==> src/inc/clsau_params.svh <==
// Constants for the cursor layer status flags and the ARGB 4:4:4:4 unpacker.
// Assumes one sys_clk domain and a one-cycle register port with read data a cycle later.
// Contract
// - ARGB4444 pixel: alpha in top nibble, then red, green, blue lowest.
// - Each 32-bit word holds two pixels: first in bits 15:0, next in 31:16.
// - Status bit 2 sets when the layer DMA reports end of transfer.
// - Status bit 3 sets when a transfer descriptor was loaded.
// - Status bit 4 sets when the head-pointer descriptor was loaded.
// - Status bit 5 sets when the DMA reaches end of descriptor list.
// - Status bit 6 sets when the cursor layer detects an overflow.
// - Reading the status register clears all flags not set in that same cycle; writes to it do nothing.
`ifndef CLSAU_PARAMS_SVH
`define CLSAU_PARAMS_SVH
// ==========================================================================
// Register addresses
`define CLSAU_ADDR_STATUS  32'hf8038358
`define CLSAU_ADDR_MASK    32'hf803835c
`define CLSAU_ADDR_CTRL    32'hf8038360
`define CLSAU_ADDR_PIXCNT  32'hf8038364
`define CLSAU_ADDR_WORDCNT 32'hf8038368
`define CLSAU_ADDR_LASTWRD 32'hf803836c
// ==========================================================================
// Status and control fields
`define CLSAU_FLAG_LO      2
`define CLSAU_FLAG_N       5
`define CLSAU_STATUS_USED  32'h0000007c
`define CLSAU_CTRL_EN_BIT  0
`define CLSAU_CTRL_CLR_BIT 1
`define CLSAU_CTRL_USED    32'h00000001
// ==========================================================================
// Reset values
`define CLSAU_STATUS_RST   32'h00000000
`define CLSAU_MASK_RST     32'h00000000
`define CLSAU_CTRL_RST     32'h00000000
`define CLSAU_CNT_RST      32'h00000000
// ==========================================================================
// Pixel layout
`define CLSAU_PIX0_LSB     0
`define CLSAU_PIX1_LSB     16
`define CLSAU_NIB_ALPHA    12
`define CLSAU_NIB_RED      8
`define CLSAU_NIB_GREEN    4
`define CLSAU_NIB_BLUE     0
`endif

==> src/inc/clsau_pkg.sv <==
// Types shared by the cursor layer status and pixel unpack design.
// Assumes clsau_params.svh supplies every number.
package clsau_pkg;
  // ========================================================================
  // Pixel, event and bus carriers
  typedef struct packed {
    logic [3:0] alpha;
    logic [3:0] red;
    logic [3:0] green;
    logic [3:0] blue;
  } clsau_argb_t;

  typedef struct packed {
    logic overflow_flag;
    logic end_of_list;
    logic head_loaded;
    logic descriptor_loaded_flag;
    logic dma_end;
  } clsau_evt_t;

  typedef struct packed {
    logic [31:0] addr;
    logic [31:0] wdata;
    logic        wr;
    logic        rd;
  } clsau_bus_req_t;

  // ========================================================================
  // Unpacker sequencing
  typedef enum logic [1:0] {
    UNP_EMPTY,
    UNP_LOW,
    UNP_HIGH
  } clsau_unp_state_t;
endpackage

==> src/hw/clsau_unpack.sv <==
// Splits 32-bit frame buffer words into two ARGB 4:4:4:4 pixels.
// Assumes valid/ready handshakes on both sides and one clock domain.
`include "clsau_params.svh"
module clsau_unpack
(
  input  wire logic                 sys_clk,
  input  wire logic                 rst,
  input  wire logic                 enable,
  input  wire logic [31:0]          word_data,
  input  wire logic                 word_valid,
  output logic                      word_ready,
  output clsau_pkg::clsau_argb_t    pix,
  output logic                      pix_valid,
  input  wire logic                 pix_ready
);
  import clsau_pkg::*;

  clsau_unp_state_t state_r;
  logic [15:0]      high_half_r;

  // Field split of one 16-bit pixel
  function automatic clsau_argb_t to_argb(input logic [15:0] h);
    clsau_argb_t p;
    p.alpha = h[`CLSAU_NIB_ALPHA +: 4];
    p.red   = h[`CLSAU_NIB_RED +: 4];
    p.green = h[`CLSAU_NIB_GREEN +: 4];
    p.blue  = h[`CLSAU_NIB_BLUE +: 4];
    return p;
  endfunction

  // Word is taken only when empty; costs a bubble but keeps ready a flop
  always_ff @(posedge sys_clk)
  begin
    if (rst)
    begin
      state_r     <= UNP_EMPTY;
      word_ready  <= 1'b0;
      pix_valid   <= 1'b0;
      pix         <= '0;
      high_half_r <= 16'h0000;
    end
    else
    begin
      unique case (state_r)
        UNP_EMPTY:
        begin
          word_ready <= enable;
          if (word_valid && word_ready)
          begin
            pix         <= to_argb(word_data[`CLSAU_PIX0_LSB +: 16]);
            high_half_r <= word_data[`CLSAU_PIX1_LSB +: 16];
            pix_valid   <= 1'b1;
            word_ready  <= 1'b0;
            state_r     <= UNP_LOW;
          end
        end
        UNP_LOW:
        begin
          if (pix_ready)
          begin
            pix     <= to_argb(high_half_r);
            state_r <= UNP_HIGH;
          end
        end
        UNP_HIGH:
        begin
          if (pix_ready)
          begin
            pix_valid  <= 1'b0;
            word_ready <= enable;
            state_r    <= UNP_EMPTY;
          end
        end
      endcase
    end
  end
endmodule

==> src/hw/clsau_top.sv <==
// Cursor layer interrupt status flags, mask, counters and pixel unpacker.
// Assumes event inputs are one-cycle pulses from the layer DMA and pipeline,
// and a register master that never overlaps read and write strobes.
`include "clsau_params.svh"
module clsau_top
(
  input  wire logic                    sys_clk,
  input  wire logic                    rst,
  input  wire clsau_pkg::clsau_bus_req_t bus_req,
  output logic [31:0]                  bus_rdata,
  input  wire clsau_pkg::clsau_evt_t   evt,
  input  wire logic [31:0]             word_data,
  input  wire logic                    word_valid,
  output logic                         word_ready,
  output clsau_pkg::clsau_argb_t       pix,
  output logic                         pix_valid,
  input  wire logic                    pix_ready,
  output logic                         irq
);
  import clsau_pkg::*;

  // ========================================================================
  // Declarations
  logic [31:0] status_r;
  logic [31:0] status_nxt;
  logic [31:0] mask_r;
  logic [31:0] mask_nxt;
  logic [31:0] ctrl_r;
  logic [31:0] pixcnt_r;
  logic [31:0] wordcnt_r;
  logic [31:0] lastwrd_r;
  logic [31:0] set_vec;
  logic [31:0] rd_mux;
  logic [`CLSAU_FLAG_N-1:0] evt_vec;
  logic        sel_status;
  logic        sel_mask;
  logic        sel_ctrl;
  logic        sel_pixcnt;
  logic        sel_wordcnt;
  logic        sel_lastwrd;
  logic        rd_status;
  logic        wr_mask;
  logic        wr_ctrl;
  logic        cnt_clear;
  logic        unp_enable;
  logic        word_take;
  logic        pix_take;

  // ========================================================================
  // Address decode
  // Full address compare so aliases inside the window never hit
  assign sel_status  = (bus_req.addr == `CLSAU_ADDR_STATUS);
  assign sel_mask    = (bus_req.addr == `CLSAU_ADDR_MASK);
  assign sel_ctrl    = (bus_req.addr == `CLSAU_ADDR_CTRL);
  assign sel_pixcnt  = (bus_req.addr == `CLSAU_ADDR_PIXCNT);
  assign sel_wordcnt = (bus_req.addr == `CLSAU_ADDR_WORDCNT);
  assign sel_lastwrd = (bus_req.addr == `CLSAU_ADDR_LASTWRD);

  // Strobe qualification
  assign rd_status = bus_req.rd && sel_status;
  assign wr_mask   = bus_req.wr && sel_mask;
  assign wr_ctrl   = bus_req.wr && sel_ctrl;
  assign cnt_clear = wr_ctrl && bus_req.wdata[`CLSAU_CTRL_CLR_BIT];

  // ========================================================================
  // Event mapping onto status bit positions
  assign evt_vec[0] = evt.dma_end;
  assign evt_vec[1] = evt.descriptor_loaded_flag;
  assign evt_vec[2] = evt.head_loaded;
  assign evt_vec[3] = evt.end_of_list;
  assign evt_vec[4] = evt.overflow_flag;

  // One generate slice per status bit; bits outside the flag range stay zero
  genvar gi;
  generate
    for (gi = 0; gi < 32; gi++)
    begin : g_flag
      if (gi >= `CLSAU_FLAG_LO && gi < `CLSAU_FLAG_LO + `CLSAU_FLAG_N)
      begin : g_used
        assign set_vec[gi] = evt_vec[gi-`CLSAU_FLAG_LO];
        // Set wins over the read clear so a coinciding event survives
        assign status_nxt[gi] = set_vec[gi] || (status_r[gi] && !rd_status);
      end
      else
      begin : g_unused
        assign set_vec[gi]    = 1'b0;
        assign status_nxt[gi] = 1'b0;
      end
    end
  endgenerate

  // ========================================================================
  // Status register, read-clear, not writable
  // A write to this address falls through every branch and is dropped
  always_ff @(posedge sys_clk)
  begin
    if (rst)
    begin
      status_r <= `CLSAU_STATUS_RST;
    end
    else
    begin
      status_r <= status_nxt;
    end
  end

  // ========================================================================
  // Mask register, same layout as status
  assign mask_nxt = wr_mask ? (bus_req.wdata & `CLSAU_STATUS_USED) : mask_r;

  always_ff @(posedge sys_clk)
  begin
    if (rst)
    begin
      mask_r <= `CLSAU_MASK_RST;
    end
    else
    begin
      mask_r <= mask_nxt;
    end
  end

  // ========================================================================
  // Interrupt output
  // Built from next values so the level tracks status with no extra lag
  always_ff @(posedge sys_clk)
  begin
    if (rst)
    begin
      irq <= 1'b0;
    end
    else
    begin
      irq <= |(status_nxt & mask_nxt);
    end
  end

  // ========================================================================
  // Control register
  // Clear bit is a command: it acts on the counters and is never stored
  always_ff @(posedge sys_clk)
  begin
    if (rst)
    begin
      ctrl_r <= `CLSAU_CTRL_RST;
    end
    else if (wr_ctrl)
    begin
      ctrl_r <= bus_req.wdata & `CLSAU_CTRL_USED;
    end
  end

  assign unp_enable = ctrl_r[`CLSAU_CTRL_EN_BIT];

  // ========================================================================
  // Pixel unpacker
  // Disabling stops new words; a word already taken still drains
  clsau_unpack u_unpack
  (
    .sys_clk    (sys_clk),
    .rst        (rst),
    .enable     (unp_enable),
    .word_data  (word_data),
    .word_valid (word_valid),
    .word_ready (word_ready),
    .pix        (pix),
    .pix_valid  (pix_valid),
    .pix_ready  (pix_ready)
  );

  assign word_take = word_valid && word_ready;
  assign pix_take  = pix_valid && pix_ready;

  // ========================================================================
  // Delivered pixel counter
  // A handshake in the clearing cycle still counts, so none go missing
  always_ff @(posedge sys_clk)
  begin
    if (rst)
    begin
      pixcnt_r <= `CLSAU_CNT_RST;
    end
    else if (cnt_clear)
    begin
      pixcnt_r <= {31'h00000000, pix_take};
    end
    else if (pix_take)
    begin
      pixcnt_r <= pixcnt_r + 32'h00000001;
    end
  end

  // Accepted word counter, cleared together with the pixel counter
  always_ff @(posedge sys_clk)
  begin
    if (rst)
    begin
      wordcnt_r <= `CLSAU_CNT_RST;
    end
    else if (cnt_clear)
    begin
      wordcnt_r <= {31'h00000000, word_take};
    end
    else if (word_take)
    begin
      wordcnt_r <= wordcnt_r + 32'h00000001;
    end
  end

  // Last accepted word, kept for software inspection of the stream
  always_ff @(posedge sys_clk)
  begin
    if (rst)
    begin
      lastwrd_r <= `CLSAU_CNT_RST;
    end
    else if (word_take)
    begin
      lastwrd_r <= word_data;
    end
  end

  // ========================================================================
  // Read data path
  // Status reads the pre-clear value; the clear lands on the same edge
  always_comb
  begin
    rd_mux = 32'h00000000;
    unique case (1'b1)
      sel_status:  rd_mux = status_r & `CLSAU_STATUS_USED;
      sel_mask:    rd_mux = mask_r;
      sel_ctrl:    rd_mux = ctrl_r;
      sel_pixcnt:  rd_mux = pixcnt_r;
      sel_wordcnt: rd_mux = wordcnt_r;
      sel_lastwrd: rd_mux = lastwrd_r;
      default:     rd_mux = 32'h00000000;
    endcase
  end

  // Read data stand one cycle after the strobe and read zero otherwise
  always_ff @(posedge sys_clk)
  begin
    if (rst)
    begin
      bus_rdata <= 32'h00000000;
    end
    else if (bus_req.rd)
    begin
      bus_rdata <= rd_mux;
    end
    else
    begin
      bus_rdata <= 32'h00000000;
    end
  end
endmodule

==> config.mk <==
export PLATFORM = sky130hd
export DESIGN_NAME = clsau_top
export DESIGN_NICKNAME = d
export VERILOG_FILES = /design/src/inc/clsau_pkg.sv /design/src/hw/clsau_unpack.sv /design/src/hw/clsau_top.sv
export VERILOG_INCLUDE_DIRS = /design/src /design/src/inc
export SDC_FILE = /design/constraint.sdc
export NUM_CORES = 1
export LEC_CHECK = 0
export BUFFER_PORTS_ARGS = -buffer_cell sky130_fd_sc_hd__buf_2
export CAP_MARGIN = 5
export CORE_MARGIN = 2
export CORE_UTILIZATION = 49
export DETAILED_ROUTE_END_ITERATION = 16
export GPL_TIMING_DRIVEN = 0
export MAX_ROUTING_LAYER = met4
export PLACE_DENSITY = 0.78
export SLEW_MARGIN = 20
export SYNTH_ARGS = -nofsm -noshare
export SYNTH_HDL_FRONTEND = slang
export SYNTH_SLANG_ARGS = --single-unit
==> constraint.sdc <==
create_clock -name sys_clk -period 1.9 [get_ports sys_clk]
set_input_delay 0.285 -clock sys_clk [delete_from_list [all_inputs] [get_ports sys_clk]]
set_output_delay 0.285 -clock sys_clk [all_outputs]
set_load 0.05 [all_outputs]
# Yosys cells after proc, flatten, opt, wreduce, memory -nomap -nowiden
# Index checks and enable logic that the tools add are counted.
# word_totals
out_inout_bits	51
inputBits	107
wordCells	82
ff_bits	203
# classes
n_bitwise	2
mux	19
n_eq_ne	11
addsub	2
reduce_logical	30
# ops
cell	count
32-bit == test (second input constant)	6
32-bit case mux with 6 select lines	1
32-bit by 1-bit adder with 32-bit output (second input constant)	2
7-bit by 32-bit AND with 32-bit output	1
16-bit two-way mux	2
32-bit two-way mux	1
16-bit case mux with 2 select lines	1
32-bit OR reduction	1
1-bit logical AND	11
3-bit AND reduction	3
1-bit two-way mux	8
2-bit nonzero test	4
2-bit two-way mux	3
2-bit inequality test (second input constant)	3
2-bit case mux with 3 select lines	1
1-bit logical OR	5
1-bit case mux with 2 select lines	2
2-bit AND reduction	2
2-bit OR reduction	2
2-bit by 1-bit == test with 1-bit output (second input constant)	1
2-bit == test (second input constant)	1
2-bit zero test	1
1-bit zero test	1
1-bit inverter	1

# Longest topological paths before layout
# Gate-level depths: netlist of run 1.
# depth
depth_word	7
mapped_depth	9
ltp_nobuf	7

# By module
# From an unflattened synthesis of run 1, not the netlist that was laid out.
# unflattened
cells_unflattened	831
hier_area_um2	7467.2
# modules_own_cells
module	area_each_um2	cells_each	n_inst
clsau_top	5834.3	654	1
clsau_unpack	1632.8	177	1

# Worst setup path before layout of run 1
# No wires, ideal clock.
# synth_path
path_type	register -> register
startpoint	register u_unpack.word_ready
endpoint	register wordcnt_r[21]
stages_incl_launch_ff	7
t_arrival_ns	1.964
setup_slack_ns	-0.179
n_path_buf	0
path_cell_list	dfxtp_1 > and2_1 > nand4_1 > nor4_1 > nand4_1 > xor2_1 > nor2_1
# synth_via
elab_chain_cells	1
# synth_rtl
element	line	text
from (decl)	clsau_unpack.sv:11	output logic word_ready,
from (signal assigned)	clsau_unpack.sv:47	word_ready <= enable;
from (signal assigned)	clsau_unpack.sv:70	word_ready <= enable;
1-bit logical AND	clsau_top.sv:171	assign word_take = word_valid && word_ready;
to (signal assigned)	clsau_top.sv:198	wordcnt_r <= `CLSAU_CNT_RST;
to (signal assigned)	clsau_top.sv:202	wordcnt_r <= {31'h00000000, word_take};
to (signal assigned)	clsau_top.sv:206	wordcnt_r <= wordcnt_r + 32'h00000001;
to (decl)	clsau_top.sv:30	logic [31:0] wordcnt_r;
# Every way passes these cells.
# A chain may end at the register's enable or synchronous reset.

# Final worst setup path of run 1
# layout_path
startpoint	input port bus_req[45] (netlist bit)
endpoint	register irq
# layout_via
elab_chain_cells	7
word_cells_on_any_way	18
# layout_rtl
element	line	text
from (decl)	clsau_top.sv:9	input wire clsau_pkg::clsau_bus_req_t bus_req,
32-bit == test (no source line)	--	
1-bit logical AND	clsau_top.sv:60	assign rd_status = bus_req.rd && sel_status;
1-bit zero test	clsau_top.sv:82	assign status_nxt[gi] = set_vec[gi] || (status_r[gi] && !rd_status);
1-bit logical AND	clsau_top.sv:82	
1-bit logical OR	clsau_top.sv:82	
7-bit by 32-bit AND with 32-bit output *	clsau_top.sv:134	irq <= |(status_nxt & mask_nxt);
32-bit OR reduction *	clsau_top.sv:134	
to (signal assigned)	clsau_top.sv:134	
to (decl)	clsau_top.sv:18	output logic irq
# Every way passes the cells marked *; elsewhere a longest branch is shown, timed or not.

==> results of run 1 <==
## cell families (layout without fill, tap and decap cells)
logic type	Yosys count	in the layout	share of synthesized area
multiplexers	25	25	0.0348
buffers and inverters	60	239	0.0396
flip-flops	176	176	0.487
AO/OA/AOI/OAI	129	129	0.120
AND/OR/NAND/NOR	373	373	0.237
XOR/XNOR	60	60	0.0727
adder cells (fa/ha/maj)	5	5	0.00865
## layout make-up
| class | count | area share |
|---|---|---|
| multi-input cells | 592 | 0.398 |
| well taps | 184 | 0.0248 |
| flip-flops and latches | 176 | 0.381 |
| clock buffers | 19 | 0.0476 |
| clock inverters | 13 | 0.0161 |
| repair buffers | 151 | 0.0938 |
| inverters | 11 | 0.00444 |
| plain buffers | 45 | 0.0346 |
## worst paths after layout
| kind | to | slack, ns |
|---|---|---|
| worst min register to register | u_unpack.high_half_r[4]$_SDFFE_PP0P_ | 0.46 |
| worst max-delay path | irq$_SDFF_PP0_ | 0.003 |
| worst min-delay path | status_r[4]$_SDFF_PP0_ | 0.08 |
| worst max register to register | wordcnt_r[24]$_SDFFE_PP0P_ | 0.05 |
## worst max-delay path, delay by kind of cell
family,cells,cell delay (ns)
AND/OR/NAND/NOR,3,1.01
AO/OA/AOI/OAI,3,0.61
buffers and inverters,2,0.31
## placed cells by master (no fill, tap or decap), types with 4 or more instances in the layout
| cell type | count |
|---|---|
| sky130_fd_sc_hd__a21oi_2 | 5 |
| sky130_fd_sc_hd__ha_1 | 4 |
| sky130_fd_sc_hd__nand4_1 | 21 |
| sky130_fd_sc_hd__xor2_1 | 44 |
| sky130_fd_sc_hd__nor4_4 | 5 |
| sky130_fd_sc_hd__buf_2 | 135 |
| sky130_fd_sc_hd__clkbuf_2 | 5 |
| sky130_fd_sc_hd__and4_1 | 8 |
| sky130_fd_sc_hd__buf_4 | 16 |
| sky130_fd_sc_hd__nor3_2 | 4 |
| sky130_fd_sc_hd__nor3_4 | 4 |
| sky130_fd_sc_hd__a22oi_1 | 10 |
| sky130_fd_sc_hd__nand2_1 | 132 |
| sky130_fd_sc_hd__xnor2_1 | 16 |
| sky130_fd_sc_hd__or4b_4 | 4 |
| sky130_fd_sc_hd__inv_6 | 5 |
| sky130_fd_sc_hd__a211oi_1 | 17 |
| sky130_fd_sc_hd__clkbuf_16 | 20 |
| sky130_fd_sc_hd__nor2_1 | 128 |
| sky130_fd_sc_hd__and3_1 | 14 |
| sky130_fd_sc_hd__mux2i_1 | 22 |
| sky130_fd_sc_hd__a222oi_1 | 27 |
| sky130_fd_sc_hd__dfxtp_2 | 4 |
| sky130_fd_sc_hd__inv_1 | 11 |
| sky130_fd_sc_hd__dfxtp_1 | 169 |
| sky130_fd_sc_hd__nand3_1 | 25 |
| sky130_fd_sc_hd__buf_6 | 14 |
| sky130_fd_sc_hd__clkbuf_1 | 19 |
| sky130_fd_sc_hd__a21oi_1 | 57 |
## metrics by stage
stage / setup slack, ns / power (mW)
5_1_grt: -0.0673 / 8.18
3_3_place_gp: -0.792 / 4.46
4_1_cts: 0.00214 / 7.94
3_5_place_dp: -0.840 / 4.47
2_1_floorplan: -0.124 / 4.25
6_report: 0.00331 / 7.94
## metal layers
metal  track usage  vias to the layer above  wire [um]
met5             -                        -          0
met4         0.103                        0        687
met3        0.0454                       49       1380
met2         0.398                      251       9510
met1         0.338                     3172       8870
li1              -                     3222          -
## what timing repair did
action / in CTS / in global routing
gates cloned: 0 / 4
pin swaps: 2 / 21
setup endpoints to repair: 75 / 94
resized for setup: 26 / 62
setup buffers: 2 / 14
## sequential cells by signal (all words and copies together), names as in the netlist
name and flops:
u_unpack.pix 16, status_r 5, mask_r 5, bus_rdata 32, irq 1, wordcnt_r 32, u_unpack.word_ready 1, lastwrd_r 32
pixcnt_r 32, ctrl_r 1, u_unpack.state_r 2, u_unpack.high_half_r 16, u_unpack.pix_valid 1
## Yosys cell counts, drive strengths merged
| master | count | area share |
|---|---|---|
| xnor2 | 16 | 0.019 |
| or4b | 5 | 0.0074 |
| o311ai | 1 | 0.0012 |
| mux2i | 24 | 0.033 |
| or4bb | 1 | 0.0016 |
| ha | 5 | 0.0087 |
| and4 | 10 | 0.012 |
| a21o | 1 | 0.0010 |
| or2 | 1 | 0.00087 |
| a21oi | 62 | 0.043 |
| o22ai | 2 | 0.0017 |
| nand4b | 1 | 0.0012 |
| o31a | 1 | 0.0012 |
| nand4 | 22 | 0.020 |
| or4 | 1 | 0.0016 |
| nor4 | 7 | 0.0090 |
| nor2 | 131 | 0.068 |
| a22oi | 10 | 0.010 |
| nand2 | 134 | 0.070 |
| a222oi | 27 | 0.037 |
| nor2b | 2 | 0.0017 |
| a31oi | 6 | 0.0052 |
| nor3 | 10 | 0.0069 |
| and3 | 15 | 0.013 |
| dfxtp | 176 | 0.49 |
| nand2b | 1 | 0.00087 |
| inv | 11 | 0.0057 |
| clkbuf | 31 | 0.016 |
| mux2 | 1 | 0.0016 |
| a211oi | 17 | 0.018 |
| o21ai | 2 | 0.0014 |
| and2 | 4 | 0.0035 |
| buf | 18 | 0.018 |
| nand3b | 1 | 0.0010 |
| nand3 | 27 | 0.019 |
| xor2 | 44 | 0.053 |
## power groups by stage
stage | Combinational, mW | Clock [mW] | Sequential (mW)
after floorplan | 0.241 | 0 | 4.01
after global placement | 0.606 | 0 | 3.86
after detailed placement | 0.611 | 0 | 3.85
after CTS | 0.623 | 3.54 | 3.77
after global routing | 0.686 | 3.71 | 3.77
final | 0.644 | 3.53 | 3.77
==> results.txt, run 1 <==
----------------------------------------------------
[Worst setup path]
  Type of the setup path with the least slack ... in -> reg
  Reg2reg path depth ... 6
  Largest fanout on the critical path ... 5
  Required time worst endpoint ... 2.22 ns
  Arrival time worst endpoint ... 2.22 ns
  Kind of launch point of the worst setup path ... primary input
  Critical path cell sequence ... buf_2, or4_4, nor4_4, nand4_1, buf_4, a21oi_1, o22ai_1, o31a_1
  Startpoint of the most critical setup path ... bus_req[45]
  Largest stage delay, worst path ... 0.58 ns
  Capturing element type of the critical path ... flip-flop
  Launch point of the worst reg-to-reg path ... wordcnt_r[6]$_SDFFE_PP0P_
  Slowest CP cell ... sky130_fd_sc_hd__or4_4

[Worst hold path]
  Hold Path Depth ... 3
  Startpoint of the tightest hold check path ... evt[2]
  Worst min-delay path class ... in -> reg

[STA]
  WHS ... 0.0814 ns
  Worst Tran Pin Value ... 0.585 ns
  Achievable clock frequency ... 527 MHz
  Slew Viols, Final ... 0
  Final Cycle Share ... 0.998
  Max-slew headroom ... 0.609
  Post-route setup TNS ... 0 ns
  Setup repair after global routing missed its margin ... true
  Fin Clk Skew ... 0.00928 ns
  Total count of hold-check failures in the final report ... 0
  Clock period minus final worst setup slack ... 1.90 ns
  Total setup violations reported at the end of the flow ... 0

[Power and ir drop]
  Net Switching ... 1.99 mW
  Switching part of the total power ... 0.251
  VDD IR-drop max ... 0.579 mV
  Cell internal power dissipation ... 5.95 mW
  Part of the power in combinational logic ... 0.081
  Leakage power ... 3.56 nW
  Relative contribution of sequential cells to total power ... 0.475
  Clock power share ... 0.444
  PD cells ... 854 nW/um2

[Layout]
  Multi-input gate area ... 3700 um2
  Total area of sequential cells ... 3540 um2
  Final design utilization ... 0.642
  Non-Filler Cell Area, Final ... 9300 um2
  N_diodes ... 0
  FILL cells ... 1190
  Layout net count ... 1106
  Post-synthesis to final-layout area growth ... 28.6%
  Number of cells in the finished layout apart from fillers ... 1191
  Fraction of layout instances using a drive strength above 1 ... 0.259

[Drt]
  Final routed DRC violation total ... 0
  Routed wire length ... 20400 um
  Post-DRT Antenna Nets ... 0
  Violation count after the first detailed-routing iteration ... 661
  Vias ... 6694
  Average wire length per cell after detail routing ... 17.2 um
  Via count normalized by instance count ... 5.62
  Detailed Routing Iterations Pass 1 ... 6

[Synth]
  Yosys warns ... 0
  Syn Nets ... 940
  Yosys reg bits ... 176
  Total standard cell area after synthesis ... 7230 um2
  Number of different library cells in the post-synthesis netlist ... 45
  Sequential area share after synthesis ... 0.487
  Synthesized instance count ... 828
  Synth Area per Inst ... 8.73 um2

[Clock network]
  Source-to-sink clock delay at the later pin of the worst-skew pair ... 0.43 ns
  H-tree depth reported by CTS ... 4
  Root cell of the clock tree ... sky130_fd_sc_hd__clkbuf_16
  Clock-pin slew reported for the worst setup and hold paths after clock tree synthesis ... 0.07 ns
  Clock tree from TritonCTS ... yes
  Hold Buf Count CTS ... 0
  Number of CTS-inserted buffers ... 17
  Clock Tree Buf Depth ... 2
  CTS Sinks ... 176

[Global routing]
  Maximum number of pins on one net before global-route repair ... 17
  Antenna violations before repair ... 0
  Global routing usage summed across all routing layers ... 0.258
  Number of global-route vias before repair ... 6172
  First-pass GRT wire length ... 31600 um
  Residual overflow from global routing ... 0

[Floorplan]
  Standard-cell rows ... 44
  Starting Density ... 0.499
  Die height ... 125 um
  Horizontal extent of the die ... 125 um
  Total Die Area ... 15700 um2
  Standard cell core area ... 14500 um2
  Num ports ... 158

[Job]
  Max-Cap Viols ... 0

[Placement]
  HPWL Detailed ... 14600 um
  Port Buffers ... 131
  Placed cell count ... 1143
  Global placement routability congestion ... 0.851
  DP Area ... 8210 um2

[Run status]
  Outcome ... finished, final reports clean

----------------------------------------------------
Power figures use the tool's default switching activity.
==> run 2, diff against run 1 <==
Settings changed: CORE_UTILIZATION 49 to 54, HOLD_SLACK_MARGIN set to 0.06, PLACE_DENSITY 0.78 to 0.81.
Clock period 1.9 ns to 1.93 ns, I/O delays scaled along.
==> run 2 against run 1 <==
  * Clock power rose by 3%
  * Critical path depth did not move
  * Setup slack improved by 0.033 ns
  * Sequential cell count did not move
  * Sequential power fell by 1%
  * Critical endpoint is now bus_rdata[10]$_SDFF_PP0_
  * Highest routed layer unchanged
==> results.txt, run 2 (same netlist as run 1, synthesis figures left out) <==
----------------------------------------------------
[Drt]
  Violation count after the first detailed-routing iteration ... 573 (was 661)
  Detailed Routing Iterations Pass 1 ... 8 (was 6)
  Via count normalized by instance count ... 5.68 (was 5.62)
  Post-DRT Antenna Nets ... 0 (unchanged)
  Routed wire length ... 19900 um (was 20400 um)
  Final routed DRC violation total ... 0 (unchanged)
  Vias ... 6673 (was 6694)
  Average wire length per cell after detail routing ... 16.9 um (was 17.2 um)

[STA]
  Total setup violations reported at the end of the flow ... 0 (unchanged)
  Setup repair after global routing missed its margin ... true (unchanged)
  Achievable clock frequency ... 528 MHz
  Total count of hold-check failures in the final report ... 0 (unchanged)
  Fin Clk Skew ... 0.00820 ns (was 0.00928 ns)
  Clock period minus final worst setup slack ... 1.89 ns
  Post-route setup TNS ... 0 ns (unchanged)
  Max-slew headroom ... 0.634 (was 0.609)
  WHS ... 0.0789 ns (was 0.0814 ns)
  Worst Tran Pin Value ... 0.548 ns (was 0.585 ns)
  Slew Viols, Final ... 0 (unchanged)
  Final Cycle Share ... 0.981

[Global routing]
  Number of global-route vias before repair ... 6190 (was 6172)
  Antenna violations before repair ... 0 (unchanged)
  First-pass GRT wire length ... 30800 um (was 31600 um)
  Maximum number of pins on one net before global-route repair ... 17 (unchanged)
  Residual overflow from global routing ... 0 (unchanged)
  Global routing usage summed across all routing layers ... 0.281 (was 0.258)

[Worst setup path]
  Capturing element type of the critical path ... flip-flop (unchanged)
  Required time worst endpoint ... 2.29 ns (was 2.22 ns)
  Largest stage delay, worst path ... 0.63 ns (was 0.58 ns)
  Critical path's most frequent cell ... sky130_fd_sc_hd__buf_2
  Register-to-register setup slack ... 0.04 ns (was 0.05 ns)
  Number of buffers and inverters on the critical path ... 3 (was 2)
  Slowest CP cell ... sky130_fd_sc_hd__or4b_1 (was sky130_fd_sc_hd__or4_4)
  Top delay family on crit path ... simple AND/OR/NAND/NOR gates (unchanged)
  Arrival time worst endpoint ... 2.25 ns (was 2.22 ns)
  Kind of launch point of the worst setup path ... primary input (unchanged)
  Critical path cell sequence ... buf_2, or4b_1, nor4_2, and3_1, clkbuf_2, o311ai_4, buf_2, nor2_1 (was buf_2, or4_4, nor4_4, nand4_1, buf_4, a21oi_1, o22ai_1, o31a_1)
  Largest fanout on the critical path ... 6 (was 5)
  Launch point of the worst reg-to-reg path ... wordcnt_r[3]$_SDFFE_PP0P_ (was wordcnt_r[6]$_SDFFE_PP0P_)
  Type of the setup path with the least slack ... in -> reg (unchanged)
  Reg-to-Reg End ... wordcnt_r[14]$_SDFFE_PP0P_ (was wordcnt_r[24]$_SDFFE_PP0P_)
  Reg2reg path depth ... 7 (was 6)

[Power and ir drop]
  Switching part of the total power ... 0.240 (was 0.251)
  Cell internal power dissipation ... 6.06 mW (was 5.95 mW)
  Net Switching ... 1.91 mW (was 1.99 mW)
  Relative contribution of sequential cells to total power ... 0.466 (was 0.475)
  Clock power share ... 0.456 (was 0.444)
  VDD IR-drop max ... 0.587 mV (was 0.579 mV)
  Power Total ... 7.98 mW (was 7.94 mW)
  PD cells ... 872 nW/um2 (was 854 nW/um2)
  Part of the power in combinational logic ... 0.078 (was 0.081)
  Leakage power ... 3.51 nW (was 3.56 nW)

[Floorplan]
  Starting Density ... 0.550 (was 0.499)
  Total Die Area ... 14300 um2 (was 15700 um2)
  Standard cell core area ... 13100 um2 (was 14500 um2)
  Standard-cell rows ... 42 (was 44)
  Horizontal extent of the die ... 120 um (was 125 um)
  Num ports ... 158 (unchanged)
  Die height ... 120 um (was 125 um)

[Worst hold path]
  Worst min-delay path class ... in -> reg (unchanged)
  Startpoint of the tightest hold check path ... evt[3] (was evt[2])
  Worst min-delay path endpoint ... status_r[5]$_SDFF_PP0_ (was status_r[4]$_SDFF_PP0_)
  Hold Path Depth ... 3 (unchanged)

[Clock network]
  Root cell of the clock tree ... sky130_fd_sc_hd__clkbuf_16 (unchanged)
  CTS Sinks ... 176 (unchanged)
  Hold Buf Count CTS ... 0 (unchanged)
  Clock-pin slew reported for the worst setup and hold paths after clock tree synthesis ... 0.06 ns (was 0.07 ns)
  H-tree depth reported by CTS ... 4 (unchanged)
  Clock Tree Buf Depth ... 2 (unchanged)
  Number of CTS-inserted buffers ... 17 (unchanged)
  Clock tree from TritonCTS ... yes (unchanged)
  Source-to-sink clock delay at the later pin of the worst-skew pair ... 0.44 ns (was 0.43 ns)

[Placement]
  Global placement routability congestion ... 0.890 (was 0.851)
  Port Buffers ... 131 (unchanged)
  Placed cell count ... 1135 (was 1143)
  HPWL Detailed ... 14300 um (was 14600 um)

[Layout]
  Number of cells in the finished layout apart from fillers ... 1175 (was 1191)
  Final design utilization ... 0.697 (was 0.642)
  Layout net count ... 1099 (was 1106)
  Post-synthesis to final-layout area growth ... 26.6% (was 28.6%)
  Commonest cells after routing, fill and taps aside ... sky130_fd_sc_hd__dfxtp_1 (174), sky130_fd_sc_hd__buf_2 (135), sky130_fd_sc_hd__nand2_1 (133) (was sky130_fd_sc_hd__dfxtp_1 (169), sky130_fd_sc_hd__buf_2 (135), sky130_fd_sc_hd__nand2_1 (132))
  Most common cell after layout, fill and taps aside ... sky130_fd_sc_hd__dfxtp_1 (unchanged)
  N_diodes ... 0 (unchanged)
  Fraction of layout instances using a drive strength above 1 ... 0.243 (was 0.259)

[Job]
  Max-Cap Viols ... 0 (unchanged)

[Run status]
  Outcome ... finished, final reports clean (unchanged)

----------------------------------------------------
[run 2: cell count changes in the layout (fill, tap and decap cells not counted), sizes merged]
cell | previous run | this run
bufinv | 2 | 4
clkinv | 4 | 3
clkbuf | 46 | 48
inv | 16 | 14
buf | 169 | 160
[run 2: per-stage QoR]
stage	area [um2]	setup slack, ns
after floorplan	7310	-0.0984
after global placement	8190	-0.723
after detailed placement	8190	-0.752
after CTS	8880	-0.00184
after global routing	9150	-0.0770
final	9150	0.0361
[run 2: tightest hold or removal path: cells and delay by family]
kind / cells / cell delay, ns
AO/OA/AOI/OAI: 1 / 0.04
AND/OR/NAND/NOR: 1 / 0.06
buffers and inverters: 1 / 0.09
[run 2: power by group through the flow]
stage | Clock [mW] | Combinational (mW) | Sequential [mW]
final | 3.64 | 0.623 | 3.72
after global routing | 3.80 | 0.664 | 3.72
after CTS | 3.63 | 0.609 | 3.72
after detailed placement | 0 | 0.600 | 3.80
after global placement | 0 | 0.594 | 3.80
after floorplan | 0 | 0.237 | 3.95
[run 2: timing repair]
action / 4_1_cts / 5_1_grt
resized for setup: 19 / 49
endpoints found under the setup margin: 61 / 109
pin swaps: 1 / 14
cloned: 0 / 2
setup buffers: 1 / 10
[run 2: cell type report]
class	count	area, um2
Inverter	11	41.3
Fill cell	1045	3990
Clock buffer	19	433
Buffer	45	288
Clock inverter	12	184
Tap cell	176	220
Multi-Input combinational cell	592	3670
Timing Repair Buffer	144	785
Sequential cell	176	3530
[run 2: how the worst max path moves through the flow]
stage                startpoint                  endpoint  slack (ns)  cells after the start
global route        bus_req[45]            irq$_SDFF_PP0_       -0.08                      8
finish              bus_req[39]  bus_rdata[10]$_SDFF_PP0_        0.04                      8
global placement    bus_req[59]  bus_rdata[21]$_SDFF_PP0_       -0.72                      8
CTS                 bus_req[55]   bus_rdata[6]$_SDFF_PP0_      -0.002                      8
detailed placement  bus_req[59]   bus_rdata[6]$_SDFF_PP0_       -0.75                      8
floorplan           bus_req[55]            irq$_SDFF_PP0_        -0.1                      6
[run 2: per-layer routing]
layer,vias up,part of all wire,global-route usage
li1,3206,-,-
met1,3138,0.43,0.367
met2,280,0.46,0.438
met3,49,0.073,0.0523
met4,0,0.030,0.105
met5,-,0,-
